`config.mk`:
```
export PLATFORM = sky130hd
export DESIGN_NAME = timer8_top
export DESIGN_NICKNAME = d
export VERILOG_FILES = /design/src/design/timer8_pkg.sv /design/src/design/timer8_counter.sv /design/src/design/timer8_wavegen.sv /design/src/design/timer8_top.sv
export SDC_FILE = /design/constraint.sdc
export NUM_CORES = 1
export LEC_CHECK = 0
export BUFFER_PORTS_ARGS = -buffer_cell sky130_fd_sc_hd__buf_2
export CAP_MARGIN = 20
export CORE_ASPECT_RATIO = 0.9
export CORE_MARGIN = 4
export CORE_UTILIZATION = 45
export CTS_CLUSTER_SIZE = 25
export DETAILED_ROUTE_END_ITERATION = 10
export HOLD_SLACK_MARGIN = 0.02
export PLACE_DENSITY = 0.7
export REMOVE_ABC_BUFFERS = 1
export SYNTH_ARGS = -nofsm -noshare
export SYNTH_HDL_FRONTEND = slang
export SYNTH_SLANG_ARGS = --single-unit
export TNS_END_PERCENT = 50
```
`constraint.sdc`:
```
create_clock -name CLK_I -period 2.5 [get_ports CLK_I]
set_input_delay 0.75 -clock CLK_I [delete_from_list [all_inputs] [get_ports CLK_I]]
set_output_delay 0.75 -clock CLK_I [all_outputs]
set_load 0.05 [all_outputs]
```
`src/design/timer8_pkg.sv`:
```
// Purpose: shared constants and types for the 8-bit timer with compare unit
// Assumes: 32-bit APB, one aligned word per register
// Notes:   offsets are byte addresses
package timer8_pkg;

    localparam logic [7:0] CNT_MAX    = 8'hff;
    localparam logic [7:0] CNT_BOTTOM = 8'h00;

    // register byte offsets
    localparam logic [7:0] OFS_CTRL   = 8'h00;
    localparam logic [7:0] OFS_COUNT  = 8'h04;
    localparam logic [7:0] OFS_CMP    = 8'h08;
    localparam logic [7:0] OFS_FLAGS  = 8'h0c;
    localparam logic [7:0] OFS_IRQEN  = 8'h10;
    localparam logic [7:0] OFS_PORT   = 8'h14;

    // control register fields
    localparam int CTRL_CS_LSB  = 0;
    localparam int CTRL_WGM_LSB = 3;
    localparam int CTRL_COM_LSB = 5;
    localparam int CTRL_FOC_BIT = 7;

    // flag register fields
    localparam int FLG_OVF_BIT = 0;
    localparam int FLG_CMP_BIT = 1;

    // port register fields
    localparam int PORT_OUT_BIT = 0;
    localparam int PORT_DIR_BIT = 1;

    localparam logic [2:0] CS_RESET  = 3'h0;
    localparam logic [1:0] COM_RESET = 2'h0;

    typedef enum logic [1:0] {
        WGM_NORMAL = 2'h0,
        WGM_PC_PWM = 2'h1,
        WGM_CTC    = 2'h2,
        WGM_FAST   = 2'h3
    } wgm_t;

    typedef struct packed {
        logic [2:0] cs;
        wgm_t       wgm;
        logic [1:0] com;
    } ctrl_t;

    typedef struct packed {
        logic top;
        logic bottom;
        logic match;
        logic dir_down;
    } cnt_stat_t;

endpackage

```
`src/design/timer8_counter.sv`:
```
// Purpose: 8-bit bidirectional counter with direction output
// Assumes: tick is a one-cycle enable pulse
// Notes:   software write beats any count operation
`timescale 1ns/1ns
module timer8_counter
    import timer8_pkg::*;
(
    input  wire logic       clk_i,
    input  wire logic       rst_b_i,
    input  wire logic       tick_i,
    input  wire wgm_t       wgm_i,
    input  wire logic [7:0] cmp_i,
    input  wire logic       wr_i,
    input  wire logic [7:0] wdata_i,
    output logic      [7:0] count_o,
    output logic            down_o
);
    logic [7:0] count_r;
    logic [7:0] count_nxt;
    logic       down_r;
    logic       down_nxt;
    wire        at_max = (count_r == CNT_MAX);
    wire        at_bot = (count_r == CNT_BOTTOM);

    always_comb begin
        count_nxt = count_r;
        down_nxt  = down_r;
        if (tick_i) begin
            case (wgm_i)
                WGM_CTC: begin
                    count_nxt = (count_r == cmp_i) ? CNT_BOTTOM : count_r + 8'h01;
                end
                WGM_PC_PWM: begin
                    if (at_max) begin
                        down_nxt  = 1'b1;
                        count_nxt = count_r - 8'h01;
                    end else if (at_bot) begin
                        down_nxt  = 1'b0;
                        count_nxt = count_r + 8'h01;
                    end else begin
                        count_nxt = down_r ? count_r - 8'h01 : count_r + 8'h01;
                    end
                end
                default: begin
                    down_nxt  = 1'b0;
                    count_nxt = count_r + 8'h01;
                end
            endcase
        end
        if (wr_i) begin
            count_nxt = wdata_i;
        end
    end

    always_ff @(posedge clk_i) begin
        if (!rst_b_i) begin
            count_r <= CNT_BOTTOM;
            down_r  <= 1'b0;
        end else begin
            count_r <= count_nxt;
            down_r  <= down_nxt;
        end
    end

    assign count_o = count_r;
    assign down_o  = down_r;
endmodule

```
`src/design/timer8_wavegen.sv`:
```
// Purpose: compare output state from match, mode and output action
// Assumes: match_i already qualified by tick and blocking
// Notes:   state survives mode changes
`timescale 1ns/1ns
module timer8_wavegen
    import timer8_pkg::*;
(
    input  wire logic       clk_i,
    input  wire logic       rst_b_i,
    input  wire logic       tick_i,
    input  wire wgm_t       wgm_i,
    input  wire logic [1:0] com_i,
    input  wire logic       match_i,
    input  wire logic       force_i,
    input  wire logic       down_i,
    input  wire logic [7:0] count_i,
    input  wire logic [7:0] cmp_i,
    output logic            oc_o
);
    logic oc_r;
    logic oc_nxt;
    wire  is_pwm   = (wgm_i == WGM_FAST) || (wgm_i == WGM_PC_PWM);
    wire  inv      = com_i[0];
    wire  at_max   = (count_i == CNT_MAX);
    wire  at_bot   = (count_i == CNT_BOTTOM);
    // fast pwm: restart from bottom, unless compare at max keeps it steady
    wire  fast_rst = tick_i && at_max && (cmp_i != CNT_MAX);

    always_comb begin
        oc_nxt = oc_r;
        if (com_i != 2'h0) begin
            if (!is_pwm) begin
                if (match_i || force_i) begin
                    case (com_i)
                        2'h1:    oc_nxt = ~oc_r;
                        2'h2:    oc_nxt = 1'b0;
                        default: oc_nxt = 1'b1;
                    endcase
                end
            end else if (com_i[1]) begin
                if (wgm_i == WGM_FAST) begin
                    if (match_i) begin
                        oc_nxt = ~inv ^ 1'b1;
                    end else if (fast_rst) begin
                        oc_nxt = ~inv;
                    end
                end else if (match_i) begin
                    oc_nxt = down_i ? ~inv : inv;
                end else if (tick_i && at_max && (cmp_i == CNT_MAX)) begin
                    oc_nxt = inv;
                end else if (tick_i && at_bot && (cmp_i == CNT_BOTTOM)) begin
                    oc_nxt = ~inv;
                end
            end else if (wgm_i == WGM_FAST && match_i) begin
                oc_nxt = ~oc_r;
            end
        end
    end

    always_ff @(posedge clk_i) begin
        if (!rst_b_i) begin
            oc_r <= 1'b0;
        end else begin
            oc_r <= oc_nxt;
        end
    end

    assign oc_o = oc_r;
endmodule

```
`src/design/timer8_top.sv`:
```
// Purpose: 8-bit timer counter with one compare channel behind APB
// Assumes: tick pulse is synchronous to CLK_I; no prescaler inside
// Notes:   compare buffer active only in pwm modes
//
// How it works
// - each tick clears, increments or decrements counter
// - source select zero stops all ticks
// - counter readable and writable at any time
// - counter write beats tick operation
// - top and bottom indications drive waveform
// - two mode bits select counting sequence
// - overflow flag set per mode
// - comparator checks counter against compare value
// - match flag set one tick later
// - enable bit gates match flag to irq
// - flag clears on service or write one
// - waveform uses match, mode, action, extremes
// - compare buffered only in pwm modes
// - buffer loads at top or bottom
// - software reaches buffer or active value
// - force strobe acts like match, non-pwm
// - counter write blocks next tick match
// - output state kept across mode change
// - nonzero action overrides port output
// - action zero leaves output unchanged
// - action bits not buffered
// - mode codes normal, pc pwm, ctc, fast
// - max all ones, bottom zero
`timescale 1ns/1ns
module timer8_top
    import timer8_pkg::*;
(
    input  wire logic        CLK_I,
    input  wire logic        RST_B_I,
    input  wire logic        TICK_I,
    input  wire logic        OVF_ACK_I,
    input  wire logic        CMP_ACK_I,
    input  wire logic        PSEL_I,
    input  wire logic        PENABLE_I,
    input  wire logic        PWRITE_I,
    input  wire logic [7:0]  PADDR_I,
    input  wire logic [31:0] PWDATA_I,
    output logic      [31:0] PRDATA_O,
    output logic             PREADY_O,
    output logic             PSLVERR_O,
    output logic             PIN_OUT_O,
    output logic             PIN_OE_O,
    output logic             CLK_SRC_ON_O,
    output logic             OVF_IRQ_O,
    output logic             CMP_IRQ_O
);
    ctrl_t      ctrl_r;
    logic [7:0] cmp_act_r;
    logic [7:0] cmp_buf_r;
    logic       ovf_flag_r;
    logic       cmp_flag_r;
    logic       cmp_irq_en_r;
    logic       ovf_irq_en_r;
    logic       port_out_r;
    logic       port_dir_r;
    logic       block_r;
    logic       pending_r;
    logic [7:0] count;
    logic       down;
    logic       oc_state;
    cnt_stat_t  stat;
    logic [31:0] rdata_r;

    // apb decode, zero wait states
    wire access   = PSEL_I && PENABLE_I;
    wire wr       = access && PWRITE_I;
    wire rd       = access && !PWRITE_I;
    wire sel_ctrl = (PADDR_I == OFS_CTRL);
    wire sel_cnt  = (PADDR_I == OFS_COUNT);
    wire sel_cmp  = (PADDR_I == OFS_CMP);
    wire sel_flg  = (PADDR_I == OFS_FLAGS);
    wire sel_ien  = (PADDR_I == OFS_IRQEN);
    wire sel_port = (PADDR_I == OFS_PORT);
    wire mapped   = sel_ctrl | sel_cnt | sel_cmp | sel_flg | sel_ien | sel_port;
    wire wr_ctrl  = wr && sel_ctrl;
    wire wr_cnt   = wr && sel_cnt;
    wire wr_cmp   = wr && sel_cmp;
    wire wr_flg   = wr && sel_flg;
    wire [7:0] wbyte = PWDATA_I[7:0];

    wire tick     = TICK_I && (ctrl_r.cs != 3'h0);
    wire buffered = (ctrl_r.wgm == WGM_FAST) || (ctrl_r.wgm == WGM_PC_PWM);

    assign stat.top      = (count == CNT_MAX);
    assign stat.bottom   = (count == CNT_BOTTOM);
    assign stat.match    = (count == cmp_act_r);
    assign stat.dir_down = down;

    // match blocked for the tick after a counter write
    wire match_ev = tick && stat.match && !block_r;
    wire force_ev = wr_ctrl && wbyte[CTRL_FOC_BIT] && !buffered;

    wire ovf_ev = tick && ((ctrl_r.wgm == WGM_PC_PWM) ? (stat.bottom && down)
                                                       : stat.top);
    wire load_pt = tick && ((ctrl_r.wgm == WGM_FAST) ? stat.top
                                                      : (stat.top || (stat.bottom && down)));

    timer8_counter u_counter (
        .clk_i   (CLK_I),
        .rst_b_i (RST_B_I),
        .tick_i  (tick),
        .wgm_i   (ctrl_r.wgm),
        .cmp_i   (cmp_act_r),
        .wr_i    (wr_cnt),
        .wdata_i (wbyte),
        .count_o (count),
        .down_o  (down)
    );

    timer8_wavegen u_wavegen (
        .clk_i   (CLK_I),
        .rst_b_i (RST_B_I),
        .tick_i  (tick),
        .wgm_i   (ctrl_r.wgm),
        .com_i   (ctrl_r.com),
        .match_i (match_ev),
        .force_i (force_ev),
        .down_i  (stat.dir_down),
        .count_i (count),
        .cmp_i   (cmp_act_r),
        .oc_o    (oc_state)
    );

    // control and enables
    always_ff @(posedge CLK_I) begin
        if (!RST_B_I) begin
            ctrl_r       <= '{cs: CS_RESET, wgm: WGM_NORMAL, com: COM_RESET};
            cmp_irq_en_r <= 1'b0;
            ovf_irq_en_r <= 1'b0;
            port_out_r   <= 1'b0;
            port_dir_r   <= 1'b0;
        end else begin
            if (wr_ctrl) begin
                ctrl_r.cs  <= wbyte[CTRL_CS_LSB +: 3];
                ctrl_r.wgm <= wgm_t'(wbyte[CTRL_WGM_LSB +: 2]);
                ctrl_r.com <= wbyte[CTRL_COM_LSB +: 2];
            end
            if (wr && sel_ien) begin
                ovf_irq_en_r <= wbyte[FLG_OVF_BIT];
                cmp_irq_en_r <= wbyte[FLG_CMP_BIT];
            end
            if (wr && sel_port) begin
                port_out_r <= wbyte[PORT_OUT_BIT];
                port_dir_r <= wbyte[PORT_DIR_BIT];
            end
        end
    end

    // compare value, active and buffer
    always_ff @(posedge CLK_I) begin
        if (!RST_B_I) begin
            cmp_act_r <= CNT_BOTTOM;
            cmp_buf_r <= CNT_BOTTOM;
            pending_r <= 1'b0;
        end else begin
            if (wr_cmp && buffered) begin
                cmp_buf_r <= wbyte;
                pending_r <= 1'b1;
            end else if (wr_cmp) begin
                cmp_act_r <= wbyte;
                cmp_buf_r <= wbyte;
            end
            if (buffered && load_pt && pending_r && !wr_cmp) begin
                cmp_act_r <= cmp_buf_r;
                pending_r <= 1'b0;
            end
            if (!buffered && !wr_cmp) begin
                pending_r <= 1'b0;
            end
        end
    end

    // flags and match blocking
    always_ff @(posedge CLK_I) begin
        if (!RST_B_I) begin
            ovf_flag_r <= 1'b0;
            cmp_flag_r <= 1'b0;
            block_r    <= 1'b0;
        end else begin
            // block held until next tick, even while stopped
            if (wr_cnt) begin
                block_r <= 1'b1;
            end else if (tick) begin
                block_r <= 1'b0;
            end
            // clear by write one or service, set wins
            if ((wr_flg && wbyte[FLG_OVF_BIT]) || OVF_ACK_I) begin
                ovf_flag_r <= 1'b0;
            end
            if ((wr_flg && wbyte[FLG_CMP_BIT]) || CMP_ACK_I) begin
                cmp_flag_r <= 1'b0;
            end
            if (ovf_ev) begin
                ovf_flag_r <= 1'b1;
            end
            // match registered, flag visible next tick cycle
            if (match_ev) begin
                cmp_flag_r <= 1'b1;
            end
        end
    end

    // read data
    wire [31:0] rmux = sel_ctrl ? {24'h0, 1'b0, ctrl_r.com, ctrl_r.wgm, ctrl_r.cs} :
                       sel_cnt  ? {24'h0, count} :
                       sel_cmp  ? {24'h0, buffered ? cmp_buf_r : cmp_act_r} :
                       sel_flg  ? {30'h0, cmp_flag_r, ovf_flag_r} :
                       sel_ien  ? {30'h0, cmp_irq_en_r, ovf_irq_en_r} :
                       sel_port ? {30'h0, port_dir_r, port_out_r} : 32'h0;

    always_ff @(posedge CLK_I) begin
        if (!RST_B_I) begin
            rdata_r <= 32'h0;
        end else if (PSEL_I && !PENABLE_I && !PWRITE_I) begin
            rdata_r <= rmux;
        end
    end

    assign PRDATA_O     = rd ? rdata_r : 32'h0;
    assign PREADY_O     = 1'b1;
    assign PSLVERR_O    = access && !mapped;
    // override port output, direction stays with port
    assign PIN_OUT_O    = (ctrl_r.com != 2'h0) ? oc_state : port_out_r;
    assign PIN_OE_O     = port_dir_r;
    assign CLK_SRC_ON_O = (ctrl_r.cs != 3'h0);
    assign CMP_IRQ_O    = cmp_flag_r && cmp_irq_en_r;
    assign OVF_IRQ_O    = ovf_flag_r && ovf_irq_en_r;
endmodule

```
* After elaboration in Yosys (flattened, before gate mapping)
Cells that the tools add are included.
** Word-level totals
- Register bits :: 73
- Logic and storage cells :: 151
- Output and inout bits :: 39
** Operators by class
- Muxes and demuxes :: 43
- Bitwise operators :: 9
- Reduce and logical (&&, ||, !) cells :: 61
- Eq/ne operators :: 19
- Add/subtract/negate cells :: 2
** Operators by type and width (count)
- 2-to-1 mux 8 bit :: 14
- logical AND 1 bit :: 35
- 2-to-1 mux 32 bit :: 1
- zero test 8 bit :: 3
- 2-to-1 mux 1 bit :: 22
- equality test 8 x 4 -> 1 bit (second input constant) :: 2
- equality test 8 x 5 -> 1 bit (second input constant) :: 2
- equality test 8 bit (second input constant) :: 2
- case mux 8 bit (2 select lines) :: 1
- nonzero test 2 bit :: 7
- adder 8 x 1 -> 8 bit (second input constant) :: 1
- equality test 8 x 3 -> 1 bit (second input constant) :: 1
- equality test 8 bit :: 1
- != test 8 bit (second input constant) :: 1
- subtractor 8 x 1 -> 8 bit (second input constant) :: 1
- equality test 2 bit (second input constant) :: 3
- zero test 1 bit :: 6
- 2-to-1 mux 2 bit :: 3
- != test 6 x 2 -> 1 bit (second input constant) :: 1
- logical OR 1 bit :: 5
- != test 5 x 3 -> 1 bit (second input constant) :: 1
- OR 1 bit :: 5
- AND reduction 5 bit :: 1
- equality test 2 x 1 -> 1 bit (second input constant) :: 2
- other kinds (9) :: 13

* Longest topological paths before layout
- Word-level depth :: 10
- Depth in mapped cells :: 9

* Modules after synthesis
From an unflattened synthesis, not the netlist that was laid out.
** Unflattened totals
- Cell total of the unflattened synthesis :: 476
- Area total of the unflattened synthesis :: 3681.0 um^2
** Modules (own cells, without submodules)
- timer8_top :: instances 1, seq. area each 780.7 um^2, cells each 298, area an instance 2368.5 um^2
- timer8_counter :: instances 1, seq. area each 180.2 um^2, cells each 141, area an instance 1052.3 um^2
- timer8_wavegen :: instances 1, seq. area each 20.0 um^2, cells each 37, area an instance 260.2 um^2

* Worst setup path after synthesis
No wires, ideal clock.
- Path type :: input -> output
- From :: input PADDR_I[3]
- To :: output PSLVERR_O
- Path buffers :: 2
- Stages on the path :: 4
- Data arrival time :: 2.158 ns
- Required time :: 1.750 ns
- Path slack :: -0.408 ns
- Cell sequence :: clkbuf_1 -> buf_1 -> nand2_1 -> a21oi_1
** Between the ends
- Cells in the longest elaborated chain, start to end :: 8
- Elaborated cells on any way between the ends :: 13
** Ends and longest elaborated chain
- start, declared :: line timer8_top.sv:41 : input wire logic [7:0] PADDR_I,
- equality test 8 x 3 -> 1 bit / zero test 8 bit (equally long branches) :: line timer8_top.sv:74, timer8_top.sv:73
- OR 1 bit (4 in a row) :: line timer8_top.sv:79 : wire mapped = sel_ctrl | sel_cnt | sel_cmp | sel_flg | sel_ien | sel_port;
- OR 1 bit * :: line timer8_top.sv:79
- zero test 1 bit * :: line timer8_top.sv:226 : assign PSLVERR_O = access && !mapped;
- logical AND 1 bit * :: line timer8_top.sv:226
- end, declared :: line timer8_top.sv:45 : output logic PSLVERR_O,
Mark *: on every way between the ends. The rest lies on a longest branch, timed or not.

* Worst setup path after layout
- From :: input PADDR_I[1]
- To :: output PSLVERR_O
The elaborated chain is that of the path after synthesis.

==> results.py <==
metrics = {
    "timing": {
        "clock_skew_ns": 0.01192,
        "period_minus_slack_ns": 2.509,
        "finalHoldViolations": 0,
        "fin_crit_sh_pct": 100.4,
        "slew_viol_final": 0,
        "finalSetupViolCount": 1,
        "rsz0062_at_grt": "true",
        "fmax_mhz": 398.5,
        "setup_ws_ns": -0.009335,
    },
    "setup_path": {
        "r2r_setup_slack_ns": 0.17,
        "cp.required_ns": 1.75,
        "worst-setup-path-type": "in -> out",
        "critPathArrivalTime_ns": 1.76,
        "start_kind": "input pin",
        "r2r-end": "u_wavegen.oc_o",
        "path_max_fanout": 4,
        "cp-end-kind": "output pin",
        "r2r_start": "u_counter.count_o[5]",
        "r2r_cells": 7,
    },
    "cts": {
        "cts_tree": "yes",
        "clock_path_buffers": 2,
        "cts.clk_slew.worst_paths_ns": 0.08,
        "insertion_delay_ns": 0.32,
        "cts-buffers-inserted": 5,
        "root_buffer": "clkbuf_8",
        "cts.sinks": 49,
        "hold_buffers": 0,
        "htree_levels": 2,
    },
    "yosys": {
        "synth_top_area_cell": "dfxtp_1",
        "synth_cell_types": 63,
        "async_flop_share_pct": 0,
        "synthMuxAreaShare_pct": 6.513,
        "synth_edf_count": 0,
        "syn_area_per_cell_sq_um": 7.807,
        "synth_top_family_by_area": "simple AND/OR/NAND/NOR gates",
        "synth_most_common_cell": "dfxtp_1",
        "ys_seq_area_share_pct": 28.69,
        "syn_area_sq_mm": 0.003420,
        "synthAdderAreaFrac_pct": 2.195,
        "netlist_instances": 438,
        "yosys_register_bits": 49,
        "synthTopCellsByArea": "dfxtp_1 29%, mux2i_1 5.9%, buf_4 5.5%, nand2_1 4.3%, nor2_1 4.3%",
        "synth_compound_area_share_pct": 22.43,
        "yosysWarnings": 0,
        "synthXorXnorAreaFrac_pct": 4.098,
        "netlist_top_cells_count": "49 x dfxtp_1, 39 x nand2_1, 39 x nor2_1",
        "yosys.area_share.simple_pct": 26.13,
        "yosysTopAreaCellShare_pct": 28.69,
        "yosys_most_used_dff": "dfxtp_1",
    },
    "final_layout": {
        "drive_gt1_share_pct": 24.31,
        "nets": 559,
        "antennaDiodeCount": 0,
        "finalNonFillerCells": 599,
        "area_delta_synth_final_pct": 18.84,
        "post-route-cell-area_sq_mm": 0.004064,
        "layout.filler_cells": 678,
    },
    "placed_design": {
        "gp_congestion": 0.9730,
        "hpwlAfterDp_um": 7656,
        "place_inst": 591,
        "placed_area_sq_mm": 0.003910,
        "io_buffers": 37,
    },
    "route": {
        "routed_wl_um": 9993,
        "detail-route-antenna-nets": 0,
        "drc_errors": 0,
        "drt_iter0_markers": 270,
        "post_drt_via_cell_ratio": 5.790,
        "wl_per_cell_um": 16.68,
        "vias": 3468,
        "first_pass_iters": 5,
    },
    "hold_path": {
        "hold_start": "block_r",
        "hold_depth": 2,
        "holdPathEnd": "block_r",
        "hold_path.class": "reg -> reg",
    },
    "global_route": {
        "grt_util_met1_pct": 30.62,
        "grtUsageMet3_pct": 3.707,
        "gr-usage-all-layers_pct": 21.92,
        "grt_max_degree": 30,
        "grt_overflow": 0,
        "grt_pass1_vias": 3161,
        "grt-busiest-layer": "met2",
        "antenna_found_initial": 0,
        "grt_pass1_wl_um": 15950,
        "grt.met2_usage_pct": 33.56,
    },
    "pwr": {
        "power_leakage_nw": 1.739,
        "ir_worst_vdd_uv": 252.9,
        "cellPowerDensity_mw_per_mm2": 392.6,
        "finalPower_mw": 1.596,
    },
    "floorplanning": {
        "design.core.area_sq_mm": 0.007221,
        "dieHeight_um": 90.70,
        "num_io_pins": 87,
        "initial_core_util_pct": 47.36,
        "fp.dieW_um": 99.89,
        "die-area_sq_mm": 0.009060,
        "fp-row-count": 29,
    },
    "run_status": {
        "outcome": "finished with violations",
        "violations": "setup timing",
    },
    "run": {
        "maxCapViolCount": 0,
    },
}
## power breakdown
group	total (mW)	internal [mW]	switching, mW
clock network	0.584	0.301	0.284
logic	0.225	0.0576	0.167
registers	0.786	0.783	0.00322
## layout by cell type, fill, tap and decap left out, types with 4 or more instances in the layout
master    count
nor2b_1       7
buf_4        54
buf_2        34
clkbuf_8      5
o21a_1        5
a21boi_0      4
a211oi_1      6
a31oi_1       4
a21oi_1      27
and2_1       14
nand3_1      25
nor3_1        5
a22oi_1       8
o221a_2       6
nor4_1        5
nand2_1      38
o221ai_1      4
nor2_1       38
nand4_1       6
o21ai_0      16
mux2i_1      20
inv_1         7
ha_1          6
dfxtp_1      49
conb_1       25
xor2_1       13
and3_1        8
o22ai_1       9
## state kept, by name, indices dropped and copies added (netlist names), 7 cells and up
register	cells
rdata_r	8
cmp_buf_r	8
cmp_act_r	8
u_counter.count_o	8
ctrl_r	7
## logic make-up (layout without fill, tap and decap cells)
kind of cell               Yosys count  after routing
adders and majority gates            6              6
buffers and inverters               62            107
other                                2             25
and+or+nand+nor                    170            170
AOI/OAI and AO/OA                  111            111
DFF                                 49             49
xor gates and xnor gates            16             16
muxes                               22             22
## timing repair
item / 4_1_cts / 5_1_grt
gates resized for setup: 6 / 5
pin swaps: 3 / 3
setup endpoints to repair: 1 / 14
buffers inserted: 1 / 0
## worst max-delay path, cell delays in order
cell     delay [ns]
buf_6          0.09
or4_4          0.58
nor2_4         0.12
a21oi_2        0.07
buf_6          0.15
## routing by layer
metal,vias to the layer above,routed length (um)
met3,26,801
met4,0,260
met5,-,0
li1,1673,-
met1,1611,4351
met2,158,4579
## per-stage QoR
stage | utilization [%] | TNS, ns | hold slack [ns] | setup WS [ns]
4_1_cts | 56.02 | -0.02302 | 0.4667 | -0.02302
5_1_grt | 56.28 | -0.04928 | 0.4797 | -0.02936
6_report | 56.28 | -0.009335 | 0.4778 | -0.009335
3_5_place_dp | 54.15 | -4.257 | 0.4547 | -0.2615
2_1_floorplan | - | -4.506 | 0.4367 | -0.4243
3_3_place_gp | 54.15 | -3.756 | 0.4469 | -0.2318
## cell type report
type                    instances  area [sq um]  share of cell area [%]
flip-flops and latches         49         980.9                   24.14
repair buffers                 91         609.3                   14.99
well taps                      93         116.4                   2.863
inverters                       8         30.03                  0.7389
clock inverters                 2         38.79                  0.9544
clock buffers                   6         72.57                   1.786
multi-input cells             350          2216                   54.53
## worst max path at each step
stage / slack (ns) / endpoint / cells past startpoint / from
3_3_place_gp: -0.23 / u_counter.count_o[7] / 9 / PADDR_I[1]
2_1_floorplan: -0.42 / cmp_act_r[0] / 6 / PADDR_I[1]
5_1_grt: -0.03 / PSLVERR_O / 5 / PADDR_I[1]
4_1_cts: -0.02 / PSLVERR_O / 5 / PADDR_I[6]
3_5_place_dp: -0.26 / u_counter.count_o[2] / 8 / PADDR_I[1]
6_report: -0.009 / PSLVERR_O / 5 / PADDR_I[1]
(Power assumes the default switching activity.)
